$ cat src/conv_sched_pkg.sv
/*
 Constants for the pressure and temperature conversion scheduler: register
 offsets, field positions, reset values, control codes and timing counts.
 Assumes a single 25 MHz clock.
*/
package conv_sched_pkg;
   // Register offsets
   localparam logic [7:0] PRESS_RESULT_HI_ADDR = 8'h00;
   localparam logic [7:0] PRESS_RESULT_MID_ADDR = 8'h01;
   localparam logic [7:0] PRESS_RESULT_LO_ADDR = 8'h02;
   localparam logic [7:0] TEMP_RESULT_HI_ADDR = 8'h03;
   localparam logic [7:0] TEMP_RESULT_MID_ADDR = 8'h04;
   localparam logic [7:0] TEMP_RESULT_LO_ADDR = 8'h05;
   localparam logic [7:0] PRESS_SETUP_ADDR = 8'h06;
   localparam logic [7:0] TEMP_SETUP_ADDR = 8'h07;
   localparam logic [7:0] CONVERSION_OP_SELECT_ADDR = 8'h08;
   // Reset values
   localparam logic [7:0] PRESS_SETUP_RESET = 8'h00;
   localparam logic [7:0] TEMP_SETUP_RESET = 8'h00;
   localparam logic [2:0] OP_SELECT_RESET = 3'h0;
   // Field positions
   localparam int RATE_LSB = 4;
   localparam int TEMP_SOURCE_BIT = 7;
   localparam int PRESS_READY_BIT = 4;
   localparam int TEMP_READY_BIT = 5;
   // Operation codes of the measurement control field
   localparam logic [2:0] OP_IDLE = 3'h0;
   localparam logic [2:0] OP_SINGLE_PRESS = 3'h1;
   localparam logic [2:0] OP_SINGLE_TEMP = 3'h2;
   localparam logic [2:0] OP_BG_PRESS = 3'h5;
   localparam logic [2:0] OP_BG_TEMP = 3'h6;
   localparam logic [2:0] OP_BG_BOTH = 3'h7;
   // Timing
   localparam int CLK_HZ = 25000000;
   localparam int CLK_PER_US = CLK_HZ / 1000000;
   localparam int SINGLE_CONV_TIME_US = 3600;
   localparam int CONV_STEP_TIME_US = 1600;
   localparam int RATE_WINDOW_S = 1;
   localparam int CONV_BASE_CYCLES = SINGLE_CONV_TIME_US * CLK_PER_US;
   localparam int CONV_STEP_CYCLES = CONV_STEP_TIME_US * CLK_PER_US;
   localparam int WINDOW_CYCLES = RATE_WINDOW_S * CLK_HZ;
   localparam int CNT_W = 25;
   // Scheduler states, Gray coded along idle, convert, store
   typedef enum logic [1:0] {
      ST_IDLE = 2'h0,
      ST_CONV = 2'h1,
      ST_STORE = 2'h3
   } sched_state_e;
endpackage

$ cat src/conv_scheduler.sv
/*
 Conversion scheduler: configuration registers for pressure and
 temperature rate and oversampling, the measurement control field,
 background and single conversion sequencing and result registers.
 Assumes a simple synchronous byte register port and a sensing front end
 that delivers its 24-bit result when the conversion time has elapsed.
*/
`timescale 1ns/10ps
// Functional notes
// [RULE_01] Pressure rate bits 6:4, 2^n per second
// [RULE_02] Rates apply only in background operation
// [RULE_03] Pressure oversampling bits 3:0, 1 to 128
// [RULE_04] Host shifts pressure result from code 0100
// [RULE_05] Pressure conversion 3.6 ms to 206.8 ms
// [RULE_06] Host keeps pressure timing within one second
// [RULE_07] Host keeps combined timing within one second
// [RULE_08] Temperature bit 7 selects sensor source
// [RULE_09] Host matches source to coefficient origin
// [RULE_10] Temperature rate bits 6:4, 2^n per second
// [RULE_11] Temperature oversampling bits 2:0, default single
// [RULE_12] Temperature oversampling codes 001-111 optional
// [RULE_13] Background starts each quantity per rate interval
// [RULE_14] Pressure bit 7 reads zero, writes ignored
// [RULE_15] Codes 101, 110, 111 start background
// [RULE_16] Codes 001, 010 start single conversion
// [RULE_17] Host sets shift above eight samples
// [RULE_18] Results are 24-bit, three bytes, MSB first
module conv_scheduler #(
   parameter int CONV_BASE = conv_sched_pkg::CONV_BASE_CYCLES,
   parameter int CONV_STEP = conv_sched_pkg::CONV_STEP_CYCLES,
   parameter int WINDOW = conv_sched_pkg::WINDOW_CYCLES
) (
   input wire logic clk_i,
   input wire logic rst_n_i,
   input wire logic [7:0] reg_addr_i,
   input wire logic reg_wr_i,
   input wire logic [7:0] reg_wdata_i,
   input wire logic reg_rd_i,
   output logic [7:0] reg_rdata_o,
   input wire logic [23:0] fe_result_i,
   output logic fe_start_o,
   output logic fe_is_temp_o,
   output logic [2:0] fe_oversample_o,
   output logic fe_temp_source_o
);
   localparam int W = conv_sched_pkg::CNT_W;

   // Conversion length in cycles for an oversampling code
   function automatic logic [W-1:0] conv_cycles(input logic [2:0] os);
      logic [W-1:0] steps;
      steps = (W'(1) << os) - W'(1);
      conv_cycles = W'(CONV_BASE) + W'(CONV_STEP) * steps;
   endfunction

   logic [7:0] press_setup;
   logic [7:0] temp_setup;
   logic [2:0] op_select;
   logic press_ready;
   logic temp_ready;
   logic press_pend;
   logic temp_pend;
   logic conv_is_temp;
   logic [W-1:0] conv_left;
   logic [23:0] press_result;
   logic [23:0] temp_result;
   conv_sched_pkg::sched_state_e state;
   conv_sched_pkg::sched_state_e next_state;
   logic press_tick;
   logic temp_tick;

   // Field views of the configuration registers
   wire [2:0] pressure_rate_sel = press_setup[6:4];
   wire [3:0] pressure_oversample_sel = press_setup[3:0];
   wire [2:0] temp_rate_sel = temp_setup[6:4];
   wire [2:0] temp_oversample_sel = temp_setup[2:0];
   wire temp_source_sel = temp_setup[conv_sched_pkg::TEMP_SOURCE_BIT];
   wire [2:0] conversion_op_select = op_select;

   // Register decode
   wire wr_press = reg_wr_i && (reg_addr_i == conv_sched_pkg::PRESS_SETUP_ADDR);
   wire wr_temp = reg_wr_i && (reg_addr_i == conv_sched_pkg::TEMP_SETUP_ADDR);
   wire wr_op = reg_wr_i && (reg_addr_i == conv_sched_pkg::CONVERSION_OP_SELECT_ADDR);
   wire rd_press_lo = reg_rd_i && (reg_addr_i == conv_sched_pkg::PRESS_RESULT_LO_ADDR);
   wire rd_temp_lo = reg_rd_i && (reg_addr_i == conv_sched_pkg::TEMP_RESULT_LO_ADDR);

   // Mode decode
   wire bg_press = (op_select == conv_sched_pkg::OP_BG_PRESS) ||
                   (op_select == conv_sched_pkg::OP_BG_BOTH); // RULE_15
   wire bg_temp = (op_select == conv_sched_pkg::OP_BG_TEMP) ||
                  (op_select == conv_sched_pkg::OP_BG_BOTH); // RULE_15
   wire cmd_press = wr_op && (reg_wdata_i[2:0] == conv_sched_pkg::OP_SINGLE_PRESS); // RULE_16
   wire cmd_temp = wr_op && (reg_wdata_i[2:0] == conv_sched_pkg::OP_SINGLE_TEMP); // RULE_16

   // Pending requests: ticks count only in background mode
   wire set_press = (press_tick && bg_press) || cmd_press; // RULE_02
   wire set_temp = (temp_tick && bg_temp) || cmd_temp; // RULE_02
   wire start_press = (state == conv_sched_pkg::ST_IDLE) && press_pend;
   wire start_temp = (state == conv_sched_pkg::ST_IDLE) && !press_pend && temp_pend;
   wire store_now = (state == conv_sched_pkg::ST_STORE);
   wire single_done = store_now && !bg_press && !bg_temp && (op_select != conv_sched_pkg::OP_IDLE);
   wire [2:0] start_os = start_press ? pressure_oversample_sel[2:0] :
                         temp_oversample_sel; // RULE_12

   // Read data selection
   wire [7:0] status_byte = {2'h0, temp_ready, press_ready, 1'b0, conversion_op_select};
   wire [7:0] next_rdata =
      (reg_addr_i == conv_sched_pkg::PRESS_RESULT_HI_ADDR) ? press_result[23:16] :
      (reg_addr_i == conv_sched_pkg::PRESS_RESULT_MID_ADDR) ? press_result[15:8] :
      (reg_addr_i == conv_sched_pkg::PRESS_RESULT_LO_ADDR) ? press_result[7:0] :
      (reg_addr_i == conv_sched_pkg::TEMP_RESULT_HI_ADDR) ? temp_result[23:16] :
      (reg_addr_i == conv_sched_pkg::TEMP_RESULT_MID_ADDR) ? temp_result[15:8] :
      (reg_addr_i == conv_sched_pkg::TEMP_RESULT_LO_ADDR) ? temp_result[7:0] :
      (reg_addr_i == conv_sched_pkg::PRESS_SETUP_ADDR) ? press_setup :
      (reg_addr_i == conv_sched_pkg::TEMP_SETUP_ADDR) ? temp_setup :
      (reg_addr_i == conv_sched_pkg::CONVERSION_OP_SELECT_ADDR) ? status_byte : 8'h00; // RULE_18

   // Interval tickers, one per quantity
   rate_ticker #(.WINDOW(WINDOW)) press_ticker (
      .clk_i(clk_i),
      .rst_n_i(rst_n_i),
      .enable_i(bg_press),
      .rate_i(pressure_rate_sel),
      .tick_o(press_tick)
   );

   rate_ticker #(.WINDOW(WINDOW)) temp_ticker (
      .clk_i(clk_i),
      .rst_n_i(rst_n_i),
      .enable_i(bg_temp),
      .rate_i(temp_rate_sel),
      .tick_o(temp_tick)
   );

   // Configuration registers; pressure bit 7 is held at zero
   always_ff @(posedge clk_i) begin
      if (!rst_n_i) begin
         press_setup <= conv_sched_pkg::PRESS_SETUP_RESET;
         temp_setup <= conv_sched_pkg::TEMP_SETUP_RESET;
      end else begin
         if (wr_press) press_setup <= {1'b0, reg_wdata_i[6:0]}; // RULE_01 RULE_03 RULE_14
         if (wr_temp) begin // RULE_08 RULE_10 RULE_11
            temp_setup <= {reg_wdata_i[7:4], 1'b0, reg_wdata_i[2:0]};
         end
      end
   end

   // Measurement control; a finished single conversion returns to idle
   always_ff @(posedge clk_i) begin
      if (!rst_n_i) begin
         op_select <= conv_sched_pkg::OP_SELECT_RESET;
      end else if (wr_op) begin
         op_select <= reg_wdata_i[2:0];
      end else if (single_done) begin
         op_select <= conv_sched_pkg::OP_IDLE; // RULE_16
      end
   end

   // Pending flags: a new request wins over the start that consumes one
   always_ff @(posedge clk_i) begin
      if (!rst_n_i) begin
         press_pend <= 1'b0;
         temp_pend <= 1'b0;
      end else begin
         press_pend <= set_press || (press_pend && !start_press); // RULE_13
         temp_pend <= set_temp || (temp_pend && !start_temp); // RULE_13
      end
   end

   // Sequencer next state
   always_comb begin
      next_state = state;
      case (state)
         conv_sched_pkg::ST_IDLE: begin
            if (start_press || start_temp) next_state = conv_sched_pkg::ST_CONV;
         end
         conv_sched_pkg::ST_CONV: begin
            if (conv_left == '0) next_state = conv_sched_pkg::ST_STORE;
         end
         default: begin
            next_state = conv_sched_pkg::ST_IDLE;
         end
      endcase
   end

   // Sequencer state, conversion timer and front end controls
   always_ff @(posedge clk_i) begin
      if (!rst_n_i) begin
         state <= conv_sched_pkg::ST_IDLE;
         conv_left <= '0;
         conv_is_temp <= 1'b0;
         fe_start_o <= 1'b0;
         fe_is_temp_o <= 1'b0;
         fe_oversample_o <= 3'h0;
         fe_temp_source_o <= 1'b0;
      end else begin
         state <= next_state;
         fe_start_o <= start_press || start_temp;
         if (start_press || start_temp) begin
            conv_left <= conv_cycles(start_os) - 1'b1; // RULE_05
            conv_is_temp <= start_temp;
            fe_is_temp_o <= start_temp;
            fe_oversample_o <= start_os;
            fe_temp_source_o <= temp_source_sel; // RULE_08
         end else if (conv_left != '0) begin
            conv_left <= conv_left - 1'b1;
         end
      end
   end

   // Results and ready flags; set wins over the clearing read
   always_ff @(posedge clk_i) begin
      if (!rst_n_i) begin
         press_result <= 24'h000000;
         temp_result <= 24'h000000;
         press_ready <= 1'b0;
         temp_ready <= 1'b0;
         reg_rdata_o <= 8'h00;
      end else begin
         if (store_now && !conv_is_temp) press_result <= fe_result_i; // RULE_18
         if (store_now && conv_is_temp) temp_result <= fe_result_i; // RULE_18
         press_ready <= (store_now && !conv_is_temp) || (press_ready && !rd_press_lo);
         temp_ready <= (store_now && conv_is_temp) || (temp_ready && !rd_temp_lo);
         if (reg_rd_i) reg_rdata_o <= next_rdata;
      end
   end

   logic [W-1:0] conv_age;
   logic [W-1:0] conv_expect;
   logic [W-1:0] tick_gap;
   always_ff @(posedge clk_i) begin
      if (!rst_n_i || fe_start_o) conv_age <= '0;
      else conv_age <= conv_age + 1'b1;
      if (!rst_n_i) conv_expect <= '0;
      else if (start_press || start_temp) conv_expect <= conv_cycles(start_os);
      if (!rst_n_i || press_tick || !bg_press) tick_gap <= '0;
      else tick_gap <= tick_gap + 1'b1;
   end
endmodule

$ cat src/rate_ticker.sv
/*
 Interval ticker: while enabled, pulses once on enable and then every
 window divided by two to the power of the rate code.
 Assumes the window count fits in the counter width.
*/
`timescale 1ns/10ps
module rate_ticker #(
   parameter int WINDOW = conv_sched_pkg::WINDOW_CYCLES
) (
   input wire logic clk_i,
   input wire logic rst_n_i,
   input wire logic enable_i,
   input wire logic [2:0] rate_i,
   output logic tick_o
);
   logic [conv_sched_pkg::CNT_W-1:0] count;
   logic [2:0] last_rate;
   wire [conv_sched_pkg::CNT_W-1:0] period = conv_sched_pkg::CNT_W'(WINDOW) >> rate_i;
   wire restart = !enable_i || (rate_i != last_rate);

   // Free count while enabled; a new rate starts a fresh interval
   always_ff @(posedge clk_i) begin
      if (!rst_n_i || restart) begin
         count <= '0;
      end else if (count >= period - 1'b1) begin
         count <= '0;
      end else begin
         count <= count + 1'b1;
      end
   end

   always_ff @(posedge clk_i) begin
      if (!rst_n_i) begin
         last_rate <= 3'h0;
      end else begin
         last_rate <= rate_i;
      end
   end

   assign tick_o = enable_i && !restart && (count == '0); // RULE_13
endmodule

$ cat config.mk
export PLATFORM = sky130hd
export DESIGN_NAME = conv_scheduler
export DESIGN_NICKNAME = d
export VERILOG_FILES = /design/src/conv_sched_pkg.sv /design/src/conv_scheduler.sv /design/src/rate_ticker.sv
export SDC_FILE = /design/constraint.sdc
export NUM_CORES = 1
export LEC_CHECK = 0
export BUFFER_PORTS_ARGS = -buffer_cell sky130_fd_sc_hd__buf_4
export CORE_ASPECT_RATIO = 0.5
export CORE_UTILIZATION = 63
export DETAILED_ROUTE_END_ITERATION = 10
export PLACE_DENSITY_LB_ADDON = 0.08
export REMOVE_ABC_BUFFERS = 1
export SLEW_MARGIN = 20
export SYNTH_ARGS = -nofsm -noshare
export SYNTH_HDL_FRONTEND = slang
export SYNTH_SLANG_ARGS = --single-unit
$ cat constraint.sdc
create_clock -name clk_i -period 7.3 [get_ports clk_i]
set_input_delay 1.46 -clock clk_i [delete_from_list [all_inputs] [get_ports clk_i]]
set_output_delay 1.46 -clock clk_i [all_outputs]
set_load 0.01 [all_outputs]
== Yosys cells after proc, flatten, opt, wreduce, memory -nomap -nowiden ==
Cells that the tools add are included.

* $add $sub $neg: 8
* Multipliers: 1
* Order comparisons: 2
* Equality and inequality tests: 19
* Shift-type cells: 3
* Multiplexer cells: 17
* Reduce and logical (&&, ||, !) cells: 61

{| class="wikitable"
|+ Operator list
! kind !! count
|-
| $sub A25 B1 Y25 const B || 4
|-
| $logic_not A25 Y1 || 3
|-
| $mux W8 || 8
|-
| $add A25 B1 Y25 const B || 2
|-
| $ge A25 B25 Y1 || 2
|-
| $mux W25 || 2
|-
| $shr A25 B3 Y25 const A || 2
|-
| $eq A8 B3 Y1 const B || 4
|-
| $add A17 B25 Y25 const A || 1
|-
| $logic_and A1 B1 Y1 || 25
|-
| $mul A10 B25 Y19 const A || 1
|-
| $reduce_bool A25 Y1 || 1
|-
| $shl A1 B3 Y25 const A || 1
|-
| $sub A25 B2 Y25 const B || 1
|-
| $eq A8 B2 Y1 const B || 2
|-
| $logic_or A1 B1 Y1 || 13
|-
| $logic_not A1 Y1 || 11
|-
| $eq A3 B3 Y1 const B || 3
|-
| $mux W3 || 3
|-
| $eq A8 B1 Y1 const B || 1
|-
| $eq A8 B4 Y1 const B || 1
|-
| $logic_not A8 Y1 || 1
|-
| $mux W6 || 1
|-
| $ne A3 B3 Y1 || 2
|-
| other kinds (13) || 16
|}

* Register bits after elaboration: 166
* Bits of input ports: 44
* Output and inout port bits: 14
* Logic and storage cells: 131

== Longest topological paths before layout ==
Gate-level depths: netlist of the first run.

* Word-level depth: 10
* Depth in mapped cells: 28
* Mapped depth without buffers: 27

== Modules after synthesis ==
A second synthesis of the first run with hierarchy kept.

* Cells, all modules: 1376
* Area, all modules: 11715.0 um^2

{| class="wikitable"
|+ By module, submodules not included
! module !! instances !! cells an instance !! area each (um^2) !! seq. area each (um^2)
|-
| conv_scheduler || 1 || 898 || 7353.3 || 2202.1
|-
| rate_ticker || 2 || 239 || 2180.8 || 560.5
|}

== Worst setup path before layout of the first run ==
No wires, ideal clock.

* Path kind: register to register
* From: register press_pend
* To: register conv_left[22]
* Library setup time: 0.116 ns
* Arrival time: 6.624 ns
* Data required time: 7.184 ns
* Slack: 0.560 ns
* Stages on the path, launching flop included: 28
* Path buffers: 2
* Period minus slack after synthesis: 6.740 ns
* Cells stage by stage: dfxtp_1 or3b_1 a21oi_2 buf_2 clkbuf_1 nand2_1 ha_1 nand2_1 a21oi_1 a211oi_1 ha_1 fa_1 inv_1 ha_1 fa_1 ha_1 inv_1 fa_1 inv_1 ha_1 nor2b_1 and3_1 a2111oi_0 o211ai_2 nand4b_1 nor2_1 xnor2_1 o211a_1

* Longest elaborated chain between the ends: 8
* Elaborated cells between the ends (all ways): 13
* Classes of those cells: add/sub: 3; mul: 1; shift: 1; mux: 2; reduce/logical: 6

{| class="wikitable"
|+ Ends and longest elaborated chain
! item !! line !! source
|-
| start, declared || conv_scheduler.sv:60 || <nowiki>logic press_pend;</nowiki>
|-
| start signal, assigned || conv_scheduler.sv:164 || <nowiki>press_pend <= set_press || (press_pend && !start_press);</nowiki>
|-
| $logic_and A1 B1 Y1 || conv_scheduler.sv:97 || <nowiki>wire start_press = (state == conv_sched_pkg::ST_IDLE) && press_pend;</nowiki>
|-
| $mux W3 || conv_scheduler.sv:101 || <nowiki>wire [2:0] start_os = start_press ? pressure_oversample_sel[2:0] :</nowiki>
|-
| $shl A1 B3 Y25 || - ||
|-
| $sub A25 B2 Y25 || - ||
|-
| $mul A10 B25 Y19 || - ||
|-
| $add A17 B25 Y25 || - ||
|-
| $sub A25 B1 Y25 || conv_scheduler.sv:199 || <nowiki>conv_left <= conv_cycles(start_os) - 1'b1;</nowiki>
|-
| $mux W25 || conv_scheduler.sv:198 || <nowiki>if (start_press || start_temp) begin</nowiki>
|-
| end signal, assigned || conv_scheduler.sv:199 ||
|-
| end signal, assigned || conv_scheduler.sv:205 || <nowiki>conv_left <= conv_left - 1'b1;</nowiki>
|-
| end, declared || conv_scheduler.sv:63 || <nowiki>logic [W-1:0] conv_left;</nowiki>
|}

Several ways; a longest one is shown, not always the timed one.
A chain may end at the register's enable or synchronous reset.

== Worst setup path after layout of the first run ==
* From: register state[1]
* To: register conv_left[24]

* Longest elaborated chain between the ends: 9
* Elaborated cells between the ends (all ways): 13
* Classes of those cells: add/sub: 3; mul: 1; shift: 1; mux: 2; reduce/logical: 6

{| class="wikitable"
|+ Ends and longest elaborated chain
! item !! line !! source
|-
| start, declared || conv_scheduler.sv:66 || <nowiki>conv_sched_pkg::sched_state_e state;</nowiki>
|-
| start signal, assigned || conv_scheduler.sv:188 || <nowiki>state <= conv_sched_pkg::ST_IDLE;</nowiki>
|-
| start signal, assigned || conv_scheduler.sv:196 || <nowiki>state <= next_state;</nowiki>
|-
| $logic_not A2 Y1 * || conv_scheduler.sv:97, conv_scheduler.sv:98 ||
|-
| $logic_and A1 B1 Y1 || conv_scheduler.sv:97 ||
|-
| $mux W3 || conv_scheduler.sv:101 ||
|-
| $shl A1 B3 Y25 || - ||
|-
| $sub A25 B2 Y25 || - ||
|-
| $mul A10 B25 Y19 || - ||
|-
| $add A17 B25 Y25 || - ||
|-
| $sub A25 B1 Y25 || conv_scheduler.sv:199 ||
|-
| $mux W25 || conv_scheduler.sv:198 ||
|}

Every way passes the cells marked *; elsewhere a longest branch is shown, timed or not.

==> impl_metrics.prom, run 1 <==
# TYPE chip_impl_metric gauge
chip_impl_metric{name="power_density",unit="nW/um2"} 192
chip_impl_info{name="yosys_most_used_dff",value="dfxtp_1"} 1
chip_impl_metric{name="route.detailed.drc",unit=""} 0
chip_impl_metric{name="pin_count",unit=""} 58
chip_impl_metric{name="clock-sinks",unit=""} 166
chip_impl_metric{name="peakVddDrop",unit="mV"} 0.163
chip_impl_info{name="clockRootBuffer",value="clkbuf_16"} 1
chip_impl_metric{name="finalCritPeriodShare",unit="%"} 94.2
chip_impl_metric{name="slew_headroom",unit="%"} 26.0
chip_impl_metric{name="ys_ff_latch",unit=""} 166
chip_impl_metric{name="clk_pin_slew_worst_paths",unit="ns"} 0.07
chip_impl_metric{name="synth_warnings",unit=""} 0
chip_impl_metric{name="finish.net_count",unit=""} 1605
chip_impl_info{name="cell_at_the_slowest_stage_of_the_critical_path",value="fa_1"} 1
chip_impl_metric{name="cp.arrival",unit="ns"} 7.19
chip_impl_metric{name="power_frac_comb",unit="%"} 20.3
chip_impl_metric{name="drt_pre_antenna_iters",unit=""} 5
chip_impl_metric{name="cts_max_level",unit=""} 4
chip_impl_metric{name="final_period_demand_of_the_worst_path",unit="ns"} 6.88
chip_impl_metric{name="data_required_time_of_the_critical_path",unit="ns"} 7.62
chip_impl_metric{name="drive_gt1_share",unit="%"} 10.2
chip_impl_metric{name="grt_max_degree",unit=""} 77
chip_impl_metric{name="seq_cell_area",unit="um2"} 3320
chip_impl_metric{name="critPathMaxStageDelay",unit="ns"} 0.53
chip_impl_metric{name="cts_made_buffers",unit=""} 17
chip_impl_metric{name="timing.clock.skew",unit="ns"} 0.0141
chip_impl_metric{name="syn-mean-instance-area",unit="um2"} 8.19
chip_impl_metric{name="syn-instance-count",unit=""} 1406
chip_impl_info{name="yosysTopAreaCell",value="dfxtp_1"} 1
chip_impl_metric{name="cts_max_path_buffers",unit=""} 2
chip_impl_metric{name="synth_area",unit="um2"} 11500
chip_impl_info{name="tritoncts_clock_tree",value="yes"} 1
chip_impl_metric{name="crit_fanout",unit=""} 12
chip_impl_metric{name="die_h",unit="um"} 97.6
chip_impl_metric{name="share_seq_of_total_power",unit="%"} 41.7
chip_impl_metric{name="fp.dieArea",unit="um2"} 18900
chip_impl_metric{name="detail-route-antenna-nets",unit=""} 0
chip_impl_metric{name="num_vias",unit=""} 10300
chip_impl_metric{name="gp_routability_congestion",unit=""} 0.932
chip_impl_metric{name="leakage",unit="nW"} 5.35
chip_impl_metric{name="grt_overflow_total",unit=""} 0
chip_impl_metric{name="port-buffer-count",unit=""} 57
chip_impl_metric{name="drt-total-wl",unit="mm"} 29.8
chip_impl_metric{name="setup-violations-final",unit=""} 0
chip_impl_metric{name="worstMarginPinSlew",unit="ns"} 1.11
chip_impl_metric{name="antenna_cells_inserted",unit=""} 0
chip_impl_metric{name="wire_per_inst",unit="um"} 17.7
chip_impl_metric{name="cell_internal_pwr",unit="mW"} 1.68
chip_impl_metric{name="coreArea",unit="um2"} 17600
chip_impl_metric{name="switchingPower",unit="uW"} 760
chip_impl_metric{name="antenna_found_initial",unit=""} 0
chip_impl_info{name="status",value="completed"} 1
chip_impl_info{name="min_path_type",value="flip-flop to flip-flop"} 1
chip_impl_metric{name="detailedPlacementHpwl",unit="mm"} 21.4
chip_impl_metric{name="p_sw_share",unit="%"} 31.1
chip_impl_metric{name="synth_enable_flop_cells",unit=""} 0
chip_impl_info{name="worst_setup_path_end_kind",value="flip-flop"} 1
chip_impl_info{name="critical_path_launch_point_type",value="flip-flop"} 1
chip_impl_info{name="netlist_top_cells_count",value="nand2_1 (189), dfxtp_1 (166), ha_1 (101)"} 1
chip_impl_metric{name="clk_latency_worst_skew_pair",unit="ns"} 0.44
chip_impl_info{name="critPathKind",value="flip-flop to flip-flop"} 1
chip_impl_info{name="netlist_top_cells_area",value="dfxtp_1 (29%), ha_1 (11%), nand2_1 (6.2%)"} 1
chip_impl_metric{name="globalRouteTotalUtil",unit="%"} 32.1
chip_impl_info{name="yosys.cell_count.top_type",value="nand2_1"} 1
chip_impl_metric{name="drt-vias-per-instance",unit=""} 6.14
chip_impl_metric{name="max-cap-violations",unit=""} 0
chip_impl_metric{name="grt_pass1_wl",unit="mm"} 48.6
chip_impl_info{name="grt_setup_unrepaired",value="false"} 1
chip_impl_metric{name="multi_input_area",unit="um2"} 7660
chip_impl_metric{name="final.fill_count",unit=""} 1439
chip_impl_metric{name="setup_total_negative_slack",unit="ns"} 0
chip_impl_info{name="crit_top_cell",value="ha_1"} 1
chip_impl_metric{name="asyncSetResetFlopFracSynth",unit="%"} 0
chip_impl_metric{name="number_of_global_route_vias_before_repair",unit=""} 9929
chip_impl_metric{name="slew_viol_final",unit=""} 0
chip_impl_metric{name="achievable-frequency",unit="MHz"} 145
chip_impl_metric{name="die_w",unit="um"} 193
chip_impl_metric{name="ys_types",unit=""} 86
chip_impl_metric{name="fin_util",unit="%"} 72.3
chip_impl_metric{name="yosysSeqAreaShare",unit="%"} 28.9
chip_impl_metric{name="synth.top_cell.area_share",unit="%"} 28.9
chip_impl_metric{name="num_rows",unit=""} 34
chip_impl_metric{name="syn2layout_area_growth",unit="%"} 10.6
chip_impl_metric{name="first_iter_violations",unit=""} 779
chip_impl_metric{name="share_clk_of_total_power",unit="%"} 38.0
chip_impl_metric{name="initial_utilization",unit="%"} 65.4
chip_impl_metric{name="finalHoldViolCount",unit=""} 0
-- layout by cell type, fill, tap and decap left out, types with 7 or more instances in the layout --
| master | count |
|---|---|
| nor3_1 | 80 |
| a21boi_0 | 10 |
| conb_1 | 9 |
| o21a_1 | 15 |
| nand3_1 | 41 |
| nor2b_1 | 19 |
| and2_1 | 9 |
| nor2_1 | 99 |
| a22oi_1 | 7 |
| ha_1 | 100 |
| a221oi_1 | 7 |
| xnor2_1 | 56 |
| xor2_1 | 46 |
| inv_1 | 87 |
| or3_1 | 8 |
| o21ai_0 | 26 |
| mux2i_1 | 19 |
| a21oi_1 | 92 |
| and3_1 | 13 |
| o2111ai_1 | 8 |
| nand4_1 | 31 |
| dfxtp_1 | 165 |
| buf_4 | 67 |
| clkbuf_16 | 17 |
| nand2_1 | 188 |
| fa_1 | 26 |
| o211ai_1 | 8 |
| nor3b_1 | 7 |
| nor4_1 | 19 |
| a21o_1 | 16 |
| inv_6 | 7 |
| a211oi_1 | 19 |
-- power by group through the flow --
stage                     Combinational (mW)  Clock, mW  Sequential (mW)
final                                  0.496      0.929             1.02
after global routing                   0.553      0.977             1.03
after CTS                              0.493      0.937             1.02
after detailed placement               0.490          0             1.04
after global placement                 0.478          0             1.03
after floorplan                        0.378          0             1.03
-- final timing paths --
| check | slack (ns) | cells after the start | end | startpoint |
|---|---|---|---|---|
| worst min register to register | 0.45 | 2 | temp_result[14] | temp_result[14] |
| worst max register to register | 0.42 | 25 | conv_left[24] | state[1] |
| worst min-delay path | 0.45 | 2 | temp_result[14] | temp_result[14] |
| worst max-delay path | 0.42 | 25 | conv_left[24] | state[1] |
-- critical path: cells and delay by family, from the launching register on --
| kind | cells | cell delay (ns) |
|---|---|---|
| AO/OA/AOI/OAI | 4 | 0.64 |
| XOR/XNOR | 1 | 0.16 |
| adder cells (fa/ha/maj) | 8 | 3.12 |
| buffers and inverters | 4 | 0.33 |
| flip-flops | 1 | 0.40 |
| multiplexers | 1 | 0.25 |
| AND/OR/NAND/NOR | 7 | 1.86 |
-- final cells by class --
| type | instances | share of cell area, % |
|---|---|---|
| Clock buffer | 17 | 3.34 |
| Clock inverter | 15 | 1.37 |
| Inverter | 91 | 2.68 |
| Multi-Input combinational cell | 1090 | 60.2 |
| Sequential cell | 166 | 26.1 |
| Tap cell | 234 | 2.30 |
| Timing Repair Buffer | 68 | 4.04 |
-- timing repair --
item                       CTS  global route
buffers inserted             0             0
hold buffers                 0             0
resized for setup            0             9
setup endpoints to repair    0             4
hold endpoints to repair     0             0
-- kinds of logic (layout without fill, tap and decap cells) --
kind of cell	after synthesis	in the layout	synth area share, %
and+or+nand+nor	564	564	24.1
AOI/OAI and AO/OA	258	258	14.9
DFF	166	166	28.9
buffers and inverters	157	191	5.34
adders and majority gates	127	127	15.5
xor gates and xnor gates	102	102	7.76
muxes	30	30	3.41
other	2	9	0.0652
-- flip-flops by register name (all words and copies together) (netlist names), 2 cells and up --
signal	count
conv_left	25
press_ticker.count	25
temp_ticker.count	25
press_result	24
temp_result	24
reg_rdata_o	8
press_setup	7
temp_setup	7
conversion_op_select	3
fe_oversample_o	3
press_ticker.last_rate	3
temp_ticker.last_rate	3
state	2
-- stage by stage --
step / setup WS [ns] / area, um2 / total power [mW] / instances / hold slack (ns)
2_1_floorplan: -0.131 / 11300 / 1.40 / 1347 / 0.433
3_3_place_gp: 0.386 / 12100 / 1.51 / 1649 / 0.440
3_5_place_dp: 0.154 / 12100 / 1.53 / 1649 / 0.445
4_1_cts: 0.131 / 12700 / 2.45 / 1681 / 0.456
5_1_grt: 0.0154 / 12700 / 2.56 / 1681 / 0.472
6_report: 0.422 / 12700 / 2.44 / 1681 / 0.455
-- routing by layer --
layer	GRT usage, %	wire length, um	vias up
met5	0	0	-
met4	9.38	584	0
met3	4.88	1250	50
met2	55.4	14500	302
met1	41.3	13500	4967
li1	-	-	5006
(Power assumes the default switching activity.)
==> run 2: changes to the inputs <==
--- a/config.mk
+++ b/config.mk
@@ -6,10 +6,11 @@
 export NUM_CORES = 1
 export LEC_CHECK = 0
 export BUFFER_PORTS_ARGS = -buffer_cell sky130_fd_sc_hd__buf_4
-export CORE_ASPECT_RATIO = 0.5
+export CORE_ASPECT_RATIO = 1.1
 export CORE_UTILIZATION = 63
 export DETAILED_ROUTE_END_ITERATION = 10
 export PLACE_DENSITY_LB_ADDON = 0.08
+export RECOVER_POWER = 100
 export REMOVE_ABC_BUFFERS = 1
 export SLEW_MARGIN = 20
 export SYNTH_ARGS = -nofsm -noshare
==> impl_metrics.prom, run 2 (same netlist as run 1, synthesis figures left out) <==
# TYPE chip_impl_metric gauge
chip_impl_info{name="status",value="finished with violations"} 1
chip_impl_info{name="violations",value="max-capacitance violations, max-slew violations"} 1
chip_impl_metric{name="fp.dieArea",unit="um2"} 18800
chip_impl_metric{name="num_vias",unit=""} 10100
chip_impl_metric{name="post_cts_buffers",unit=""} 0
chip_impl_metric{name="drt-vias-per-instance",unit=""} 5.98
chip_impl_metric{name="die_h",unit="um"} 144
chip_impl_metric{name="drt-total-wl",unit="mm"} 27.3
chip_impl_metric{name="die_w",unit="um"} 131
chip_impl_info{name="final_cell_mix",value="nand2_1 (189), dfxtp_1 (165), nor2_1 (101), ha_1 (101), a21oi_1 (93)"} 1
chip_impl_metric{name="drive_gt1_share",unit="%"} 8.41
chip_impl_metric{name="antenna_found_initial",unit=""} 0
chip_impl_info{name="worst_setup_path_end_kind",value="flip-flop"} 1
chip_impl_metric{name="cts_max_level",unit=""} 4
chip_impl_metric{name="crit_fanout",unit=""} 12
chip_impl_metric{name="postLayoutCellArea",unit="um2"} 12600
chip_impl_metric{name="max-cap-violations",unit=""} 7
chip_impl_metric{name="coreArea",unit="um2"} 17800
chip_impl_metric{name="clk_pin_slew_worst_paths",unit="ns"} 0.07
chip_impl_info{name="leading_cell_type_in_the_layout_fill_and_taps_excluded",value="nand2_1"} 1
chip_impl_metric{name="grt_overflow_total",unit=""} 0
chip_impl_metric{name="dp_cells",unit=""} 1657
chip_impl_metric{name="syn2layout_area_growth",unit="%"} 9.61
chip_impl_metric{name="wire_per_inst",unit="um"} 16.2
chip_impl_metric{name="slew_headroom",unit="%"} -45.1
chip_impl_metric{name="antenna_cells_inserted",unit=""} 0
chip_impl_info{name="clockRootBuffer",value="clkbuf_16"} 1
chip_impl_metric{name="finalPower",unit="mW"} 2.38
chip_impl_metric{name="data_required_time_of_the_critical_path",unit="ns"} 7.62
chip_impl_metric{name="clock-sinks",unit=""} 166
chip_impl_metric{name="setup-violations-final",unit=""} 0
chip_impl_info{name="reg2reg_from",value="state[0]"} 1
chip_impl_metric{name="detail-route-antenna-nets",unit=""} 0
chip_impl_metric{name="route.detailed.drc",unit=""} 0
chip_impl_info{name="critical_path_launch_point_type",value="flip-flop"} 1
chip_impl_metric{name="detailedPlacementHpwl",unit="mm"} 19.9
chip_impl_metric{name="globalRouteTotalUtil",unit="%"} 29.8
chip_impl_info{name="critPathKind",value="flip-flop to flip-flop"} 1
chip_impl_metric{name="num_rows",unit=""} 51
chip_impl_metric{name="port-buffer-count",unit=""} 57
chip_impl_info{name="reg.largest.list",value="conv_left: 25 flops, press_ticker.count: 25 flops, temp_ticker.count: 25 flops"} 1
chip_impl_metric{name="grt_pass1_wl",unit="mm"} 44.4
chip_impl_metric{name="setup_slack_of_the_worst_register_to_register_path",unit="ns"} 0.41
chip_impl_metric{name="timing.clock.skew",unit="ns"} 0.0121
chip_impl_metric{name="worstMarginPinSlew",unit="ns"} 2.17
chip_impl_metric{name="peakVddDrop",unit="mV"} 0.165
chip_impl_metric{name="cts_max_path_buffers",unit=""} 2
chip_impl_metric{name="finalHoldViolCount",unit=""} 0
chip_impl_info{name="min_path_type",value="flip-flop to flip-flop"} 1
chip_impl_metric{name="power_density",unit="nW/um2"} 188
chip_impl_metric{name="finalCritPeriodShare",unit="%"} 94.4
chip_impl_info{name="grt_setup_unrepaired",value="false"} 1
chip_impl_metric{name="leakage",unit="nW"} 5.28
chip_impl_metric{name="pin_count",unit=""} 58
chip_impl_metric{name="initial_utilization",unit="%"} 64.7
chip_impl_info{name="tritoncts_clock_tree",value="yes"} 1
chip_impl_info{name="critical_path_source",value="state[0]"} 1
chip_impl_metric{name="cp.arrival",unit="ns"} 7.22
chip_impl_metric{name="cts_made_buffers",unit=""} 17
chip_impl_metric{name="finish.net_count",unit=""} 1609
chip_impl_metric{name="achievable-frequency",unit="MHz"} 145
chip_impl_metric{name="gp_routability_congestion",unit=""} 0.923
chip_impl_metric{name="first_iter_violations",unit=""} 604
chip_impl_metric{name="final_period_demand_of_the_worst_path",unit="ns"} 6.89
chip_impl_metric{name="slew_viol_final",unit=""} 186
chip_impl_metric{name="number_of_global_route_vias_before_repair",unit=""} 9229
chip_impl_metric{name="grt_max_degree",unit=""} 47
chip_impl_metric{name="drt_pre_antenna_iters",unit=""} 7
chip_impl_metric{name="clk_latency_worst_skew_pair",unit="ns"} 0.44
chip_impl_metric{name="placed_area",unit="um2"} 12100
chip_impl_metric{name="layoutNonFillerInstCount",unit=""} 1689
chip_impl_info{name="timing.hold.worst.start",value="press_result[21]"} 1
run 2: cell types whose count changed in the layout (fill, tap and decap cells not counted), sizes merged:
cell,before,now
bufinv,1,0
buf,68,53
clkbuf,17,37
clkinvlp,1,2
inv,99,97
clkinv,5,6
run 2: report_power, final:
part / switching, mW / total [mW] / internal (mW) / leakage, nW
Sequential: 0.0511 / 1.02 / 0.965 / 1.34
Combinational: 0.253 / 0.469 / 0.217 / 3.66
Clock: 0.425 / 0.892 / 0.467 / 0.284
run 2: worst paths after layout:
path,endpoint,depth (start not counted)
max reg2reg,conv_left[24],25
min reg2reg,press_result[21],2
min,press_result[21],2
max,conv_left[24],25
run 2: per-layer routing:
layer / track usage (%) / wire length [um] / vias up
met5: 0 / 0 / -
met1: 39.3 / 12400 / 4795
met2: 50.0 / 13400 / 255
met4: 9.86 / 507 / 0
li1: - / - / 5017
met3: 3.83 / 1110 / 37
run 2: through the flow:
step / worst slack [ns] / hold slack [ns] / utilization (%) / TNS (ns)
2_1_floorplan: -0.131 / 0.433 / - / -0.335
3_3_place_gp: 0.456 / 0.439 / 68.1 / 0
3_5_place_dp: 0.327 / 0.448 / 68.2 / 0
4_1_cts: 0.279 / 0.458 / 71.5 / 0
5_1_grt: 0.0244 / 0.478 / 70.9 / 0
6_report: 0.408 / 0.456 / 70.9 / 0
run 2: what timing repair did:
item | CTS | global route
hold buffers | 0 | 0
resized for setup | 0 | 6
endpoints found under the setup margin | 0 | 4
run 2: final cells by class:
type / instances / area [um2]
clock buffer: 18 / 439
clock inverter: 14 / 153
fill: 1468 / 5180
inverter: 91 / 342
multi-input combinational: 1090 / 7590
sequential: 166 / 3320
tap: 238 / 298
timing repair buffer: 72 / 473
run 2: worst max-delay path: stages (launching register included):
cell      delay, ns
dfxtp_1        0.40
or3b_4         0.46
buf_4          0.19
nand2_1        0.07
nand2_1        0.19
nand2_1        0.20
ha_1           0.27
o21ai_0        0.11
a211oi_1       0.24
ha_1           0.35
fa_1           0.51
inv_1          0.04
ha_1           0.31
fa_1           0.49
ha_1           0.29
inv_1          0.06
fa_1           0.53
inv_1          0.05
ha_1           0.41
and4_1         0.30
nand2_1        0.10
or3b_2         0.45
a32o_1         0.30
nor4_2         0.24
xor2_1         0.17
o21ai_1        0.06
